## config.mk

```make
export PLATFORM = sky130hd
export DESIGN_NAME = fault_auto_retry_ctrl
export DESIGN_NICKNAME = d
export VERILOG_FILES = /design/src/core/fault_retry_pkg.sv /design/src/core/fault_auto_retry_ctrl.sv
export SDC_FILE = /design/constraint.sdc
export NUM_CORES = 1
export LEC_CHECK = 0
export ABC_AREA = 1
export ABC_CLOCK_PERIOD_IN_PS = 2350
export BUFFER_PORTS_ARGS = -buffer_cell sky130_fd_sc_hd__buf_2
export CORE_MARGIN = 2
export CORE_UTILIZATION = 35
export DETAILED_ROUTE_END_ITERATION = 6
export GPL_TIMING_DRIVEN = 0
export MAX_ROUTING_LAYER = met4
export PLACE_DENSITY = 0.61
export SLEW_MARGIN = 20
export SYNTH_ARGS = -nofsm -noshare
export SYNTH_HDL_FRONTEND = slang
export SYNTH_SLANG_ARGS = --single-unit
```

## constraint.sdc

```tcl
create_clock -name sys_clk -period 2.35 [get_ports sys_clk]
set_input_delay 0.3525 -clock sys_clk [delete_from_list [all_inputs] [get_ports sys_clk]]
set_output_delay 0.3525 -clock sys_clk [all_outputs]
set_load 0.02 [all_outputs]
```

## src/core/fault_retry_pkg.sv

```systemverilog
// Package of constants and types for the fault auto-retry supervisor.
package fault_retry_pkg;

	// Register indices as printed; byte address is four times the index.
	localparam logic [11:0] RESTART_LIMIT_IDX   = 12'h49E;
	localparam logic [11:0] RETRY_CONTACT_IDX   = 12'h49F;
	localparam logic [11:0] COOLER_SEVERITY_IDX = 12'h4E2;
	localparam logic [11:0] CONTACT_FUNC_IDX    = 12'h500;
	localparam logic [11:0] RIDE_THROUGH_IDX    = 12'h501;
	localparam logic [11:0] DUTY_SELECT_IDX     = 12'h502;
	localparam logic [11:0] STATUS_IDX          = 12'h503;

	// Reset values.
	localparam logic [15:0] RESTART_LIMIT_RST   = 16'h0000;
	localparam logic [15:0] RETRY_CONTACT_RST   = 16'h0000;
	localparam logic [15:0] COOLER_SEVERITY_RST = 16'h0001;
	localparam logic [15:0] CONTACT_FUNC_RST    = 16'h0000;
	localparam logic [15:0] RIDE_THROUGH_RST    = 16'h0000;
	localparam logic [15:0] DUTY_SELECT_RST     = 16'h0000;

	// Limits and codes.
	localparam logic [15:0] RESTART_LIMIT_MAX   = 16'h000A;
	localparam logic [7:0]  FUNC_RESTART_EN     = 8'h1E;
	localparam logic [7:0]  FUNC_MINOR_FAULT    = 8'h10;
	localparam logic [7:0]  FUNC_COOLER_FAIL    = 8'h3D;

	// Derating figures in percent and overload times in seconds.
	localparam logic [7:0]  RATED_PCT_NORMAL    = 8'h64;
	localparam logic [7:0]  RATED_PCT_DERATED   = 8'h50;
	localparam logic [7:0]  CT_OL_PCT_A         = 8'h64;
	localparam logic [7:0]  CT_OL_PCT_B         = 8'h96;
	localparam logic [7:0]  VT_OL_PCT_A         = 8'h64;
	localparam logic [7:0]  VT_OL_PCT_B         = 8'h78;
	localparam logic [15:0] CT_OL_SEC_A         = 16'h00B4;
	localparam logic [15:0] CT_OL_SEC_B         = 16'h000F;
	localparam logic [15:0] VT_OL_SEC_A         = 16'h001E;
	localparam logic [15:0] VT_OL_SEC_B         = 16'h000A;

	// Timing, in the unit named, and the clock rate.
	localparam longint CLK_HZ         = 10000000;
	localparam longint RETRY_PERIOD_US = 5000;
	localparam longint CLEAN_RUN_MIN  = 10;
	localparam longint FAN_PERIOD_S   = 60;
	localparam longint FAN_OFF_S      = 3;
	localparam longint RETRY_CYC      = RETRY_PERIOD_US * CLK_HZ / 1000000;
	localparam longint CLEAN_RUN_CYC  = CLEAN_RUN_MIN * 60 * CLK_HZ;
	localparam longint FAN_PERIOD_CYC = FAN_PERIOD_S * CLK_HZ;
	localparam longint FAN_OFF_CYC    = FAN_OFF_S * CLK_HZ;

	// Fault input bit positions.
	localparam int F_EXCESS_CURRENT = 0;
	localparam int F_EARTH_LEAK     = 1;
	localparam int F_BLOWN_FUSE     = 2;
	localparam int F_LINK_HIGH      = 3;
	localparam int F_LINK_LOW       = 4;
	localparam int F_SUPPLY_PHASE   = 5;
	localparam int F_OUTPUT_PHASE   = 6;
	localparam int F_BRAKE_RES_HOT  = 7;
	localparam int F_BRAKE_SWITCH   = 8;
	localparam int F_MOTOR_LOAD     = 9;
	localparam int F_DRIVE_LOAD     = 10;
	localparam int F_OVERTEMP       = 11;
	localparam int F_TORQUE_A       = 12;
	localparam int F_TORQUE_B       = 13;
	localparam int F_OTHER          = 14;
	localparam int FAULT_W          = 15;

	typedef enum logic [2:0] {
		ST_RUN,
		ST_BASEBLOCK,
		ST_RETRY,
		ST_SEARCH,
		ST_TRIP
	} retry_state_t;

endpackage

```

## src/core/fault_auto_retry_ctrl.sv

```systemverilog
// Fault auto-retry supervisor with cooling-fan failure handling and AXI4-Lite registers.
`timescale 1ns/100ps
`default_nettype none

module fault_auto_retry_ctrl
	import fault_retry_pkg::*;
#(
	parameter longint CLEAN_RUN_CYCLES  = CLEAN_RUN_CYC,
	parameter longint FAN_PERIOD_CYCLES = FAN_PERIOD_CYC,
	parameter longint FAN_OFF_CYCLES    = FAN_OFF_CYC,
	parameter longint RETRY_CYCLES      = RETRY_CYC,
	parameter int     CNT_W             = 33
) (
	// Clock and reset
	input  wire logic                 sys_clk,
	input  wire logic                 rst_b,
	// AXI4-Lite write address, data and response
	input  wire logic [15:0]          s_axi_awaddr,
	input  wire logic                 s_axi_awvalid,
	output logic                      s_axi_awready,
	input  wire logic [31:0]          s_axi_wdata,
	input  wire logic [3:0]           s_axi_wstrb,
	input  wire logic                 s_axi_wvalid,
	output logic                      s_axi_wready,
	output logic [1:0]                s_axi_bresp,
	output logic                      s_axi_bvalid,
	input  wire logic                 s_axi_bready,
	// AXI4-Lite read
	input  wire logic [15:0]          s_axi_araddr,
	input  wire logic                 s_axi_arvalid,
	output logic                      s_axi_arready,
	output logic [31:0]               s_axi_rdata,
	output logic [1:0]                s_axi_rresp,
	output logic                      s_axi_rvalid,
	input  wire logic                 s_axi_rready,
	// Drive status and fault detectors
	input  wire logic                 run_cmd,
	input  wire logic [FAULT_W-1:0]   fault_in,
	input  wire logic                 self_check_ok,
	input  wire logic                 baseblock_done,
	input  wire logic                 fan_failure,
	input  wire logic                 ext_fault_reset,
	// Actions toward the power stage
	output logic                      fault_reset_pulse,
	output logic                      speed_search_start,
	output logic                      coast_stop,
	output logic                      trip_active,
	output logic                      overtemp_major,
	output logic                      minor_fault,
	output logic                      minor_blink,
	output logic [7:0]                rated_current_pct,
	output logic [7:0]                overload_pct_a,
	output logic [15:0]               overload_sec_a,
	output logic [7:0]                overload_pct_b,
	output logic [15:0]               overload_sec_b,
	output logic                      fan_run,
	// Contact outputs
	output logic                      fault_contact,
	output logic                      function_contact,
	output logic                      restart_enabled
);

	typedef struct packed {
		retry_state_t     st;
		logic [15:0]      limit;
		logic             contact_sel;
		logic             severity;
		logic [7:0]       func_sel;
		logic [1:0]       ride_sel;
		logic             vt_duty;
		logic [3:0]       count;
		logic [CNT_W-1:0] timer;
		logic [CNT_W-1:0] clean_tmr;
		logic             clean_arm;
		logic [CNT_W-1:0] fan_tmr;
		logic [23:0]      blink_tmr;
		logic             blink;
		logic             pulse;
		logic             search;
		logic             aw_got;
		logic             w_got;
		logic [15:0]      aw_addr;
		logic [31:0]      w_data;
		logic [3:0]       w_strb;
		logic             bvalid;
		logic             bad_w;
		logic             rvalid;
		logic [31:0]      rdata;
		logic             bad_r;
	} state_t;

	state_t s_q;
	state_t s_d;

	// Maps a byte address to a register index; misaligned gives all ones.
	function automatic logic [11:0] reg_index(input logic [15:0] a);
		reg_index = (a[1:0] == 2'b00) ? a[13:2] : 12'hFFF;
	endfunction

	// True while the restart count has not yet used up the configured limit.
	// A limit of zero therefore never allows a restart.
	function automatic logic below_limit(input logic [3:0] c, input logic [15:0] lim);
		below_limit = ({12'h0, c} < lim);
	endfunction

	// Only the mapped indices answer OKAY; the rest answer SLVERR.
	function automatic logic known_reg(input logic [11:0] i);
		known_reg = (i == RESTART_LIMIT_IDX) || (i == RETRY_CONTACT_IDX) ||
			(i == COOLER_SEVERITY_IDX) || (i == CONTACT_FUNC_IDX) ||
			(i == RIDE_THROUGH_IDX) || (i == DUTY_SELECT_IDX) || (i == STATUS_IDX);
	endfunction

	logic [FAULT_W-1:0] eligible_mask;
	logic               any_fault;
	logic               eligible_fault;
	logic               fan_major;
	logic               fan_minor;
	logic               retrying;

	always_comb begin
		eligible_mask = '1;
		eligible_mask[F_OTHER] = 1'b0;
		eligible_mask[F_LINK_LOW] = (s_q.ride_sel == 2'd1) || (s_q.ride_sel == 2'd2);
		fan_major = fan_failure && s_q.severity;
		fan_minor = fan_failure && !s_q.severity;
		any_fault = (|fault_in) || fan_major;
		eligible_fault = (|(fault_in & eligible_mask)) && !fault_in[F_OTHER];
		retrying = (s_q.st == ST_BASEBLOCK) || (s_q.st == ST_RETRY) || (s_q.st == ST_SEARCH);
	end

	logic [11:0] widx;
	logic [11:0] ridx;
	logic [15:0] wlo;

	always_comb begin
		s_d = s_q;
		s_d.pulse = 1'b0;
		s_d.search = 1'b0;
		widx = reg_index(s_q.aw_addr);
		ridx = reg_index(s_axi_araddr);
		wlo = s_q.limit;

		// Bus write: collect address and data in either order.
		// Both channels are refused while a response is still waiting, which
		// keeps the single write slot simple at the cost of one idle cycle.
		if (s_axi_awvalid && !s_q.aw_got && !s_q.bvalid) begin
			s_d.aw_got = 1'b1;
			s_d.aw_addr = s_axi_awaddr;
		end
		if (s_axi_wvalid && !s_q.w_got && !s_q.bvalid) begin
			s_d.w_got = 1'b1;
			s_d.w_data = s_axi_wdata;
			s_d.w_strb = s_axi_wstrb;
		end
		if (s_q.aw_got && s_q.w_got) begin
			s_d.aw_got = 1'b0;
			s_d.w_got = 1'b0;
			s_d.bvalid = 1'b1;
			s_d.bad_w = !known_reg(widx);
			if (s_q.w_strb[1:0] == 2'b11) begin
				wlo = s_q.w_data[15:0];
				case (widx)
					RESTART_LIMIT_IDX: begin
						if (wlo <= RESTART_LIMIT_MAX)
							s_d.limit = wlo;
					end
					RETRY_CONTACT_IDX:   s_d.contact_sel = wlo[0];
					COOLER_SEVERITY_IDX: s_d.severity = wlo[0];
					CONTACT_FUNC_IDX:    s_d.func_sel = wlo[7:0];
					RIDE_THROUGH_IDX:    s_d.ride_sel = wlo[1:0];
					DUTY_SELECT_IDX:     s_d.vt_duty = wlo[0];
					default: ;
				endcase
			end
		end
		if (s_q.bvalid && s_axi_bready)
			s_d.bvalid = 1'b0;

		// Bus read.
		// The address is decoded straight from the bus, so the data reflects
		// the state at the edge that takes the request.
		if (s_axi_arvalid && !s_q.rvalid) begin
			s_d.rvalid = 1'b1;
			s_d.bad_r = !known_reg(ridx);
			case (ridx)
				RESTART_LIMIT_IDX:   s_d.rdata = {16'h0000, s_q.limit};
				RETRY_CONTACT_IDX:   s_d.rdata = {31'h0, s_q.contact_sel};
				COOLER_SEVERITY_IDX: s_d.rdata = {31'h0, s_q.severity};
				CONTACT_FUNC_IDX:    s_d.rdata = {24'h0, s_q.func_sel};
				RIDE_THROUGH_IDX:    s_d.rdata = {30'h0, s_q.ride_sel};
				DUTY_SELECT_IDX:     s_d.rdata = {31'h0, s_q.vt_duty};
				STATUS_IDX:          s_d.rdata = {21'h0, fan_minor, retrying,
					s_q.st == ST_TRIP, s_q.count, 1'b0, s_q.st};
				default:             s_d.rdata = 32'h0000_0000;
			endcase
		end
		if (s_q.rvalid && s_axi_rready)
			s_d.rvalid = 1'b0;

		// Retry sequencer.
		// A new fault is only taken up in ST_RUN while the motor is commanded to run;
		// a fault seen while stopped does not start a retry cycle.
		case (s_q.st)
			ST_RUN: begin
				if (s_q.clean_arm) begin
					if (s_q.clean_tmr >= CNT_W'(CLEAN_RUN_CYCLES - 1)) begin
						s_d.count = 4'd0;
						s_d.clean_arm = 1'b0;
					end else begin
						s_d.clean_tmr = s_q.clean_tmr + 1'b1;
					end
				end
				if (run_cmd && any_fault) begin
					s_d.clean_arm = 1'b0;
					s_d.timer = '0;
					if (eligible_fault && !fan_major && below_limit(s_q.count, s_q.limit))
						s_d.st = ST_BASEBLOCK;
					else
						s_d.st = ST_TRIP;
				end
			end
			ST_BASEBLOCK: begin
				if (baseblock_done) begin
					s_d.st = ST_RETRY;
					s_d.timer = '0;
				end
			end
			ST_RETRY: begin
				// paced reset attempts
				// A failed self-check keeps the drive here; the limit is only
				// checked again once a restart has resumed running.
				if (s_q.timer >= CNT_W'(RETRY_CYCLES - 1)) begin
					s_d.timer = '0;
					s_d.pulse = 1'b1;
					if (self_check_ok && !any_fault) begin
						s_d.search = 1'b1;
						s_d.st = ST_SEARCH;
					end
				end else begin
					s_d.timer = s_q.timer + 1'b1;
				end
			end
			ST_SEARCH: begin
				s_d.count = s_q.count + 4'd1;
				s_d.clean_tmr = '0;
				s_d.clean_arm = 1'b1;
				s_d.st = ST_RUN;
			end
			ST_TRIP: begin
				if (ext_fault_reset) begin
					s_d.count = 4'd0;
					s_d.clean_arm = 1'b0;
					s_d.st = ST_RUN;
				end
			end
			default: s_d.st = ST_RUN;
		endcase

		// fan interval running
		// The phase restarts with each new failure, so the off window always
		// opens the cycle.
		if (fan_failure) begin
			if (s_q.fan_tmr >= CNT_W'(FAN_PERIOD_CYCLES - 1))
				s_d.fan_tmr = '0;
			else
				s_d.fan_tmr = s_q.fan_tmr + 1'b1;
		end else begin
			s_d.fan_tmr = '0;
		end

		if (s_q.blink_tmr >= 24'(CLK_HZ / 2 - 1)) begin
			s_d.blink_tmr = 24'h0;
			s_d.blink = !s_q.blink;
		end else begin
			s_d.blink_tmr = s_q.blink_tmr + 24'h1;
		end
	end

	always_ff @(posedge sys_clk or negedge rst_b) begin
		if (!rst_b) begin
			s_q <= '0;
			s_q.st <= ST_RUN;
			s_q.limit <= RESTART_LIMIT_RST;
			s_q.contact_sel <= RETRY_CONTACT_RST[0];
			s_q.severity <= COOLER_SEVERITY_RST[0];
			s_q.func_sel <= CONTACT_FUNC_RST[7:0];
			s_q.ride_sel <= RIDE_THROUGH_RST[1:0];
			s_q.vt_duty <= DUTY_SELECT_RST[0];
		end else begin
			s_q <= s_d;
		end
	end

	// Write channels are held ready only while the slot is free, so a late
	// response never overlaps a new write.
	assign s_axi_awready = !s_q.aw_got && !s_q.bvalid;
	assign s_axi_wready  = !s_q.w_got && !s_q.bvalid;
	assign s_axi_bvalid  = s_q.bvalid;
	assign s_axi_bresp   = s_q.bad_w ? 2'b10 : 2'b00;
	assign s_axi_arready = !s_q.rvalid;
	assign s_axi_rvalid  = s_q.rvalid;
	assign s_axi_rdata   = s_q.rdata;
	assign s_axi_rresp   = s_q.bad_r ? 2'b10 : 2'b00;

	assign fault_reset_pulse  = s_q.pulse;
	assign speed_search_start = s_q.search;
	assign trip_active        = s_q.st == ST_TRIP;
	assign coast_stop         = trip_active || retrying;
	assign overtemp_major     = fan_major;
	assign minor_fault        = fan_minor;
	assign minor_blink        = fan_minor && s_q.blink;
	assign rated_current_pct  = fan_minor ? RATED_PCT_DERATED : RATED_PCT_NORMAL;
	assign overload_pct_a     = s_q.vt_duty ? VT_OL_PCT_A : CT_OL_PCT_A;
	assign overload_sec_a     = s_q.vt_duty ? VT_OL_SEC_A : CT_OL_SEC_A;
	assign overload_pct_b     = s_q.vt_duty ? VT_OL_PCT_B : CT_OL_PCT_B;
	assign overload_sec_b     = s_q.vt_duty ? VT_OL_SEC_B : CT_OL_SEC_B;
	assign fan_run = !(fan_failure && (s_q.fan_tmr < CNT_W'(FAN_OFF_CYCLES)));
	assign fault_contact = trip_active || (retrying && s_q.contact_sel);
	assign restart_enabled = (s_q.st == ST_RUN) && below_limit(s_q.count, s_q.limit);
	assign function_contact =
		(s_q.func_sel == FUNC_RESTART_EN) ? restart_enabled :
		((s_q.func_sel == FUNC_MINOR_FAULT) || (s_q.func_sel == FUNC_COOLER_FAIL)) ? fan_minor :
		1'b0;

endmodule

`default_nettype wire

```

==> impl_metrics.py, run 1 <==
metrics = {
    "setup_path": {
        "timing.critical_path.to": "function_contact",
        "critical_path_buf_inv_count": 3,
        "crit-reg2reg-capture": "s_q[132]$_DFF_PN0_",
        "end_kind": "output port",
        "timing.reg2reg.setup_slack_ns": 0.20,
        "critical_path_peak_fanout": 6,
        "reg2reg_depth": 10,
        "critical-path-top-delay-family": "flip-flops",
        "setup.worst_path.start": "s_q[250]$_DFFE_PN0P_",
        "worst_path_max_delay_cell": "dfrtp_1",
        "worst_ep_arrival_time_ns": 2.09,
        "setup.worst_path.start_class": "register",
        "worst_ep_required_time_ns": 2.00,
        "worstReg2RegStart": "s_q[117]$_DFF_PN0_",
        "crit_type": "reg2out",
        "cp_num_cells": 8,
        "cp_slowest_stage_delay_ns": 0.46,
        "critical_path.cell_chain": "nor2_2, inv_2, nor2_4, inv_2, a21oi_2, nand2_1, a21oi_2, buf_6",
    },
    "power_and_ir_drop": {
        "ir_worst_vdd_mv": 0.765,
        "power.static_leakage_uw": 0.00781,
        "power_per_cell_area_mw_per_mm2": 702,
        "post-layout-total-power_uw": 11100,
    },
    "floorplan": {
        "ios": 203,
        "core_area_mm2": 0.0368,
        "rows": 70,
        "floorplan.die.height_um": 198,
        "fp.dieArea_mm2": 0.0390,
        "die_width_um": 198,
        "initial_utilization_pct": 35.6,
    },
    "route": {
        "met3_length_mm": 1.80,
        "detailed_routed_wire_length_on_met2_mm": 16.0,
        "residual_drc": 0,
        "routed_wirelength_mm": 35.0,
        "drt_iter0_drc": 643,
        "routed-via-count": 12200,
        "wl_met1_mm": 16.0,
        "uppermost_layer_routed": "met4",
        "wire_per_inst_um": 13.6,
        "vias_per_cell": 4.75,
        "antenna_left": 0,
        "first_pass_detailed_route_iteration_total": 5,
    },
    "sta": {
        "worst_clock_skew_ns": 0.0208,
        "clock.fmax_mhz": 410,
        "min_cycle_time_layout_ns": 2.44,
        "layout_worst_path_cycle_share_pct": 104,
        "grt_setup_unrepaired": "yes",
        "timing.max_slew.rel_slack_pct": 57.1,
        "setup_failing_eps_final": 1,
        "tightestPinTransition_ns": 0.640,
        "finalWorstSetupSlack_ns": -0.0892,
        "timing.final.hold_violations": 0,
        "hold-worst-slack_ns": 0.0278,
        "drv_slew": 0,
        "setup_tns_after_final_layout_ns": -0.0892,
    },
    "synth": {
        "synth.top_cells.by_area": "dfrtp_1, nand2_1, nor2_1",
        "netlist-cell-type-count": 48,
        "netlist_instances": 1846,
        "synth.yosys.seq_area_share_pct": 41.4,
        "yosysTopAreaCell": "dfrtp_1",
        "post_synth_instance_area_mm2": 0.0131,
        "yosys_register_bits": 217,
        "synthDominantCellAreaShare_pct": 41.2,
        "synth.yosys.warnings": 0,
        "ys.flop_type": "dfrtp_1",
        "synth_enable_flop_cells": 0,
        "ys_async_sr_fraction_pct": 100,
        "avgSynthCellArea_um2": 7.10,
    },
    "layout": {
        "layout-drive-gt1-share_pct": 17.7,
        "area.sequential_mm2": 0.00544,
        "finalNetCount": 2185,
        "stdcell_count": 2570,
        "fillCellCount": 3876,
        "fin_util_pct": 42.9,
        "final_common_cell": "nand2_1",
        "most-common-layout-cells": "nand2_1, nor2_1, dfrtp_1",
        "diodes": 0,
        "synthToLayoutAreaGrowth_pct": 20.3,
        "multi_input_comb_area_mm2": 0.00626,
    },
    "clocking": {
        "insertion_delay_ns": 0.56,
        "ctsRootBufferMaster": "clkbuf_16",
        "clock_path_buffers": 3,
        "h-tree-depth": 1,
        "cts_inserted_buffers": 26,
        "numClockSinks": 217,
        "path_clk_slew_ns": 0.06,
        "cts_tree": "yes",
    },
    "global_route": {
        "grt_usage_pct": 18.6,
        "grt_max_degree": 92,
        "grt_pass1_wl_mm": 57.7,
        "antenna_found_initial": 0,
        "global_route.overflow_total": 0,
        "first_global_vias": 11500,
    },
    "placed_design": {
        "gp_routability_congestion": 0.946,
        "dp.final_hpwl_mm": 26.8,
        "io_buffers": 120,
        "instance_count_after_placement_with_tap_cells_included": 2497,
    },
    "worst_hold_path": {
        "min_path_type": "in2reg",
    },
    "status": {
        "violated_checks": "negative setup slack",
        "result_of_the_run": "complete, but fails checks",
    },
    "run": {
        "drv.max_cap_violation_count": 0,
    },
}
## cell families after synthesis
| logic type | share of synthesized area [%] |
|---|---|
| XOR/XNOR | 2.54 |
| buffers and inverters | 12.9 |
| AO/OA/AOI/OAI | 4.54 |
| flip-flops | 41.4 |
| AND/OR/NAND/NOR | 36.4 |
| other | 0.0573 |
| adder cells (fa/ha/maj) | 0.764 |
| multiplexers | 1.37 |
## power breakdown
group	internal, uW	switching (uW)	total (uW)
combinational	876	1790	2670
sequential	4100	243	4340
clock	2430	1630	4060
## sequential cells by signal, summed over array words and instances (netlist names)
| name | count |
|---|---|
| s_axi_rdata | 16 |
| s_axi_bvalid | 1 |
| s_q | 197 |
| speed_search_start | 1 |
| s_axi_rvalid | 1 |
| fault_reset_pulse | 1 |
## metal layers
layer / track usage (%) / vias to the layer above
li1: - / 6202
met1: 24.1 / 5642
met2: 30.0 / 302
met3: 2.77 / 62
met4: 6.27 / 0
met5: - / -
## synthesized netlist by cell type (6+ instances only)
cell type and instances:
xnor2_1 11, buf_4 92, nand3_1 178, nor4_1 18, inv_1 199, ha_1 8
xor2_1 27, nand4_1 35, or2_2 9, clkbuf_1 16, mux2_2 16, nand2_1 483
buf_2 16, nor2_1 312, a21oi_1 37, buf_6 6, nor3_1 56, dfrtp_1 216
inv_2 8, o211ai_1 9, o21ai_0 41
## area by class of cell
type | instances | share of cell area, %
clock buffer | 37 | 4.96
inverter | 208 | 4.98
tap | 468 | 3.71
clock inverter | 11 | 0.730
multi-input combinational | 1349 | 39.7
timing repair buffer | 147 | 5.70
sequential | 217 | 34.5
buffer | 133 | 5.77
## per-stage QoR
step / setup WS (ns) / cell area (um2)
after global routing: -0.216 / 15800
after detailed placement: 0.00894 / 14600
final: -0.0892 / 15800
after global placement: -2.97 / 14500
after CTS: -0.117 / 15700
after floorplan: 0.208 / 13300
## worst min-delay path by stage
stage                                    from                     endpoint  slack, ns  cells past startpoint
after CTS                     s_axi_wdata[14]          s_q[54]$_DFFE_PN0P_      0.001                      2
after global placement    s_q[92]$_DFFE_PN0N_          s_q[92]$_DFFE_PN0N_       0.46                      1
after detailed placement                rst_b         s_q[198]$_DFFE_PN0P_       0.34                      1
after global routing         s_axi_awaddr[13]          s_q[85]$_DFFE_PN0P_      0.006                      2
final                        s_axi_awaddr[13]          s_q[85]$_DFFE_PN0P_       0.03                      2
after floorplan                         rst_b  fault_reset_pulse$_DFF_PN0_       0.06                      0
## repair_timing
| action | 4_1_cts | 5_1_grt |
|---|---|---|
| gates resized for setup | 15 | 22 |
| endpoints found under the hold margin | 72 | 0 |
| setup buffers | 5 | 9 |
| hold buffers | 11 | 0 |
| pin swaps | 4 | 6 |
| endpoints found under the setup margin | 7 | 35 |
Power figures use the tool's default switching activity.
==> run 2, diff against run 1 <==
Settings changed: CORE_ASPECT_RATIO from default to 1.75.
==> run 2 against run 1 <==
The flow still finishes with violations (negative setup slack). Cell area shrank 1.1%. Hold slack gained 0.020 ns. Core utilization shrank 0.58 points. Highest routed layer unchanged.
==> impl_metrics.py, run 2 (synthesis gave the netlist of run 1 again) <==
metrics = {
    "setup_path": {
        "critical_path_buf_inv_count": 1,
        "critical_path_peak_fanout": 2,
        "worst_path_max_delay_cell": "dfrtp_1",
        "timing.reg2reg.setup_slack_ns": 0.21,
        "timing.critical_path.mode_cell": "nand2_1",
        "crit-reg2reg-capture": "s_q[183]$_DFFE_PN0P_",
        "crit_type": "reg2out",
        "critical_path.cell_chain": "ha_1, o21ai_1, nand2_1, nand3_2, nand2_4, a21oi_4, nand2_1, a21oi_2, buf_6",
        "cp_slowest_stage_delay_ns": 0.39,
        "worst_ep_arrival_time_ns": 2.05,
        "worstReg2RegStart": "s_q[151]$_DFFE_PN0P_",
        "setup.worst_path.start_class": "register",
        "worst_ep_required_time_ns": 2.00,
        "critical-path-top-delay-family": "flip-flops",
        "end_kind": "output port",
        "reg2reg_depth": 10,
    },
    "clocking": {
        "numClockSinks": 217,
        "path_clk_slew_ns": 0.07,
        "h-tree-depth": 1,
        "ctsRootBufferMaster": "clkbuf_16",
        "cts_tree": "yes",
        "clock_path_buffers": 3,
        "insertion_delay_ns": 0.54,
        "cts_inserted_buffers": 23,
    },
    "route": {
        "met3_length_mm": 1.52,
        "wire_per_inst_um": 14.4,
        "routed-via-count": 12100,
        "drt_iter0_drc": 646,
        "routed_wirelength_mm": 36.8,
        "antenna_left": 0,
        "residual_drc": 0,
        "first_pass_detailed_route_iteration_total": 5,
        "wl_met1_mm": 13.5,
        "uppermost_layer_routed": "met4",
        "detailed_routed_wire_length_on_met2_mm": 20.0,
        "vias_per_cell": 4.72,
    },
    "power_and_ir_drop": {
        "power.static_leakage_uw": 0.00772,
        "ir_worst_vdd_mv": 0.707,
        "power_per_cell_area_mw_per_mm2": 696,
    },
    "layout": {
        "final_common_cell": "nand2_1",
        "largest_register_ff_count": 197,
        "finalNetCount": 2169,
        "most-common-layout-cells": "nand2_1, nor2_1, dfrtp_1",
        "fillCellCount": 3805,
        "layout-drive-gt1-share_pct": 17.5,
        "synthToLayoutAreaGrowth_pct": 19.0,
        "fin_util_pct": 42.3,
        "largest_register": "s_q",
    },
    "floorplan": {
        "floorplan.die.height_um": 260,
        "fp.dieArea_mm2": 0.0391,
        "rows": 93,
        "die_width_um": 150,
        "core_area_mm2": 0.0369,
        "ios": 203,
        "initial_utilization_pct": 35.5,
    },
    "global_route": {
        "grt_usage_pct": 19.5,
        "global_route.overflow_total": 0,
        "grt_pass1_wl_mm": 59.5,
        "grt_max_degree": 86,
        "antenna_found_initial": 1,
        "first_global_vias": 12000,
    },
    "sta": {
        "setup_failing_eps_final": 1,
        "finalWorstSetupSlack_ns": -0.0497,
        "timing.max_slew.rel_slack_pct": 54.8,
        "setup_tns_after_final_layout_ns": -0.0497,
        "drv_slew": 0,
        "worst_clock_skew_ns": 0.0158,
        "timing.final.hold_violations": 0,
        "min_cycle_time_layout_ns": 2.40,
        "layout_worst_path_cycle_share_pct": 102,
        "clock.fmax_mhz": 417,
        "grt_setup_unrepaired": "yes",
        "tightestPinTransition_ns": 0.678,
    },
    "worst_hold_path": {
        "hold_start": "s_axi_wdata[10]",
        "hold_path_end": "s_q[50]$_DFFE_PN0P_",
        "worst_hold_path.num_cells": 2,
        "min_path_type": "in2reg",
    },
    "status": {
        "result_of_the_run": "complete, but fails checks",
        "violated_checks": "negative setup slack",
    },
    "placed_design": {
        "io_buffers": 120,
        "gp_routability_congestion": 0.959,
        "dp.final_hpwl_mm": 29.1,
    },
    "run": {
        "drv.max_cap_violation_count": 0,
    },
}
run 2: power by group:
part	total (uW)	switching, uW	leakage [uW]	internal (uW)
Sequential	4330	241	0.00291	4090
Combinational	2670	1810	0.00442	859
Clock	3850	1630	0.000391	2230
Total	10900	3670	0.00772	7180
run 2: per-layer routing:
metal	global-route usage, %	vias up
met3	2.25	93
met1	19.8	5515
met2	36.6	316
met4	9.36	0
met5	-	-
li1	-	6157
run 2: cell type report:
class / count / area (um2) / share of cell area, %
Multi-Input combinational cell: 1349 / 6310 / 40.4
Antenna cell: 2 / 5.00 / 0.0321
Tap cell: 475 / 594 / 3.81
Sequential cell: 217 / 5440 / 34.8
Timing Repair Buffer: 134 / 772 / 4.95
Clock buffer: 29 / 658 / 4.22
Buffer: 133 / 911 / 5.84
Inverter: 208 / 783 / 5.02
Clock inverter: 12 / 136 / 0.874
run 2: timing repair:
action | 4_1_cts | 5_1_grt
resized for setup | 22 | 14
hold endpoints to repair | 56 | 0
pin swaps | 6 | 6
buffers inserted | 7 | 2
endpoints found under the setup margin | 8 | 47
hold buffers | 3 | 0
run 2: worst max-delay path by stage:
| stage | start | to | slack [ns] | cells past startpoint |
|---|---|---|---|---|
| after global placement | rst_b | s_q[104]$_DFF_PN0_ | -2.94 | 1 |
| after global routing | s_q[218]$_DFFE_PN0P_ | function_contact | -0.12 | 9 |
| after floorplan | s_q[218]$_DFFE_PN0P_ | function_contact | 0.21 | 8 |
| after CTS | s_q[235]$_DFFE_PN0P_ | function_contact | -0.07 | 10 |
| final | s_q[218]$_DFFE_PN0P_ | function_contact | -0.05 | 9 |
| after detailed placement | s_q[151]$_DFFE_PN0P_ | s_q[167]$_DFFE_PN0P_ | -0.19 | 9 |
run 2: per-stage QoR:
step / instance area, um2 / total power (uW) / hold slack [ns] / std cells / worst slack (ns)
global route: 15600 / 11500 / 0.0360 / 2558 / -0.122
global placement: 14500 / 7000 / 0.459 / 2502 / -2.94
finish: 15600 / 10900 / 0.0479 / 2559 / -0.0497
floorplan: 13300 / 6190 / 0.0569 / 1907 / 0.208
detailed placement: 14600 / 7060 / 0.298 / 2504 / -0.187
CTS: 15500 / 11000 / 0.0261 / 2555 / -0.0742
==> run 3, diff against run 2 <==
Settings changed: ABC_CLOCK_PERIOD_IN_PS 2350 to 2400, CORE_MARGIN 2 to 8.
Clock period 2.35 ns to 2.4 ns, I/O delays scaled along.
==> run 3 against run 2 <==
The run now ends clean. Highest routed layer unchanged. Hold slack got worse by 0.027 ns. Critical endpoint unchanged. Clock-buffer cell count is 2 higher. Critical path type unchanged. Die area increased by 13%.
==> impl_metrics.py, run 3 (synthesis gave the netlist of run 1 again) <==
metrics = {
    "clocking": {
        "cts_inserted_buffers": 23,
        "h-tree-depth": 1,
        "path_clk_slew_ns": 0.07,
        "clock_path_buffers": 3,
        "insertion_delay_ns": 0.53,
        "cts_tree": "yes",
        "numClockSinks": 217,
        "ctsRootBufferMaster": "clkbuf_16",
    },
    "layout": {
        "fin_util_pct": 41.7,
        "synthToLayoutAreaGrowth_pct": 18.5,
        "multi_input_comb_area_mm2": 0.00631,
        "fillCellCount": 3912,
        "area.sequential_mm2": 0.00544,
        "finalNetCount": 2165,
        "layout-drive-gt1-share_pct": 17.2,
        "final_common_cell": "nand2_1",
        "most-common-layout-cells": "nand2_1, nor2_1, dfrtp_1",
        "largest_register_ff_count": 197,
        "largest_register": "s_q",
    },
    "route": {
        "wire_per_inst_um": 15.5,
        "detailed_routed_wire_length_on_met2_mm": 21.4,
        "first_pass_detailed_route_iteration_total": 5,
        "uppermost_layer_routed": "met4",
        "wl_met1_mm": 14.1,
        "drt_iter0_drc": 453,
        "vias_per_cell": 4.78,
        "routed-via-count": 12200,
        "residual_drc": 0,
        "antenna_left": 0,
        "routed_wirelength_mm": 39.6,
        "met3_length_mm": 1.88,
    },
    "run": {
        "drv.max_cap_violation_count": 0,
    },
    "sta": {
        "hold-worst-slack_ns": 0.0209,
        "worst_clock_skew_ns": 0.0114,
        "grt_setup_unrepaired": "yes",
        "finalWorstSetupSlack_ns": 0.0184,
        "tightestPinTransition_ns": 0.675,
        "layout_worst_path_cycle_share_pct": 99.2,
        "setup_failing_eps_final": 0,
        "timing.final.hold_violations": 0,
        "clock.fmax_mhz": 420,
        "timing.max_slew.rel_slack_pct": 55.0,
        "drv_slew": 0,
        "min_cycle_time_layout_ns": 2.38,
    },
    "status": {
        "result_of_the_run": "finished, final reports clean",
    },
    "power_and_ir_drop": {
        "ir_worst_vdd_mv": 0.697,
        "power.static_leakage_uw": 0.00767,
        "power_per_cell_area_mw_per_mm2": 678,
    },
    "global_route": {
        "grt_max_degree": 95,
        "grt_usage_pct": 18.5,
        "antenna_found_initial": 0,
        "global_route.overflow_total": 0,
        "first_global_vias": 12500,
        "grt_pass1_wl_mm": 63.8,
    },
    "placed_design": {
        "dp.final_hpwl_mm": 31.2,
        "io_buffers": 120,
        "gp_routability_congestion": 0.963,
        "place_ws_ns": -0.233,
    },
    "setup_path": {
        "critical-path-top-delay-family": "flip-flops",
        "crit-reg2reg-capture": "s_q[245]$_DFFE_PN0P_",
        "reg2reg_depth": 9,
        "critical_path.cell_chain": "inv_2, ha_4, o21ai_2, nand2_1, nand3_2, nand2_2, a21oi_4, nand2_2, a21oi_2, buf_6",
        "worst_ep_required_time_ns": 2.04,
        "timing.critical_path.mode_cell": "nand2_2",
        "setup.worst_path.start_class": "register",
        "critical_path_peak_fanout": 3,
        "crit_type": "reg2out",
        "worstReg2RegStart": "s_q[73]$_DFFE_PN0P_",
        "worst_path_max_delay_cell": "dfrtp_1",
        "timing.reg2reg.setup_slack_ns": 0.25,
        "critical_path_buf_inv_count": 2,
        "worst_ep_arrival_time_ns": 2.02,
        "cp_slowest_stage_delay_ns": 0.41,
        "end_kind": "output port",
    },
    "worst_hold_path": {
        "hold_start": "s_axi_rready",
        "hold_path_end": "s_axi_rvalid$_DFFE_PN0P_",
        "min_path_type": "in2reg",
        "worst_hold_path.num_cells": 2,
    },
    "floorplan": {
        "die_width_um": 162,
        "floorplan.die.height_um": 272,
        "fp.dieArea_mm2": 0.0441,
        "ios": 203,
        "rows": 94,
        "initial_utilization_pct": 35.2,
        "core_area_mm2": 0.0373,
    },
}
## run 3: worst reg2reg max path, delay by kind of cell (launching register included)
| kind | cells | cell delay, ns |
|---|---|---|
| buffers and inverters | 3 | 0.46 |
| and+or+nand+nor | 6 | 1.19 |
| DFF | 1 | 0.38 |
## run 3: worst max-delay path by stage
stage,from,endpoint,slack [ns],cells after the start
after floorplan,s_q[218]$_DFFE_PN0P_,function_contact,0.25,8
after global placement,rst_b,s_q[104]$_DFF_PN0_,-3.02,1
after detailed placement,s_q[151]$_DFFE_PN0P_,s_q[167]$_DFFE_PN0P_,-0.23,9
after CTS,s_q[151]$_DFFE_PN0P_,s_q[167]$_DFFE_PN0P_,0.0001,9
after global routing,s_q[235]$_DFFE_PN0P_,function_contact,-0.13,10
final,s_q[235]$_DFFE_PN0P_,function_contact,0.02,10
## run 3: metrics by stage
stage | TNS (ns) | total power (uW) | area (um2) | instances
floorplan | 0 | 6060 | 13300 | 1907
global placement | -646.27 | 6910 | 14500 | 2507
detailed placement | -0.631 | 6990 | 14600 | 2509
CTS | 0 | 10700 | 15400 | 2554
global route | -0.151 | 11100 | 15500 | 2557
finish | 0 | 10500 | 15500 | 2558
## run 3: final cells by class
| cell class | count | share of cell area [%] |
|---|---|---|
| buffer | 133 | 5.87 |
| clock buffer | 31 | 4.29 |
| multi-input combinational | 1349 | 40.6 |
| timing repair buffer | 130 | 4.75 |
| clock inverter | 9 | 0.540 |
| tap | 480 | 3.87 |
| inverter | 208 | 5.04 |
| antenna | 1 | 0.0161 |
| sequential | 217 | 35.0 |
## run 3: where the power goes
part | internal [uW] | switching (uW) | total [uW]
clock | 2050 | 1540 | 3590
combinational | 840 | 1840 | 2680
sequential | 4010 | 240 | 4250
total | 6900 | 3620 | 10500
## run 3: repair_timing
item	4_1_cts	5_1_grt
pin swaps	2	4
endpoints found under the setup margin	8	43
hold buffers	2	0
setup buffers	3	3
resized for setup	15	17
gates cloned	0	0
hold endpoints to repair	72	0
## run 3: routing by layer
metal,GRT usage (%),vias to the layer above
met5,-,-
met4,9.83,0
met3,3.19,100
met2,34.7,326
met1,17.5,5662
li1,-,6148
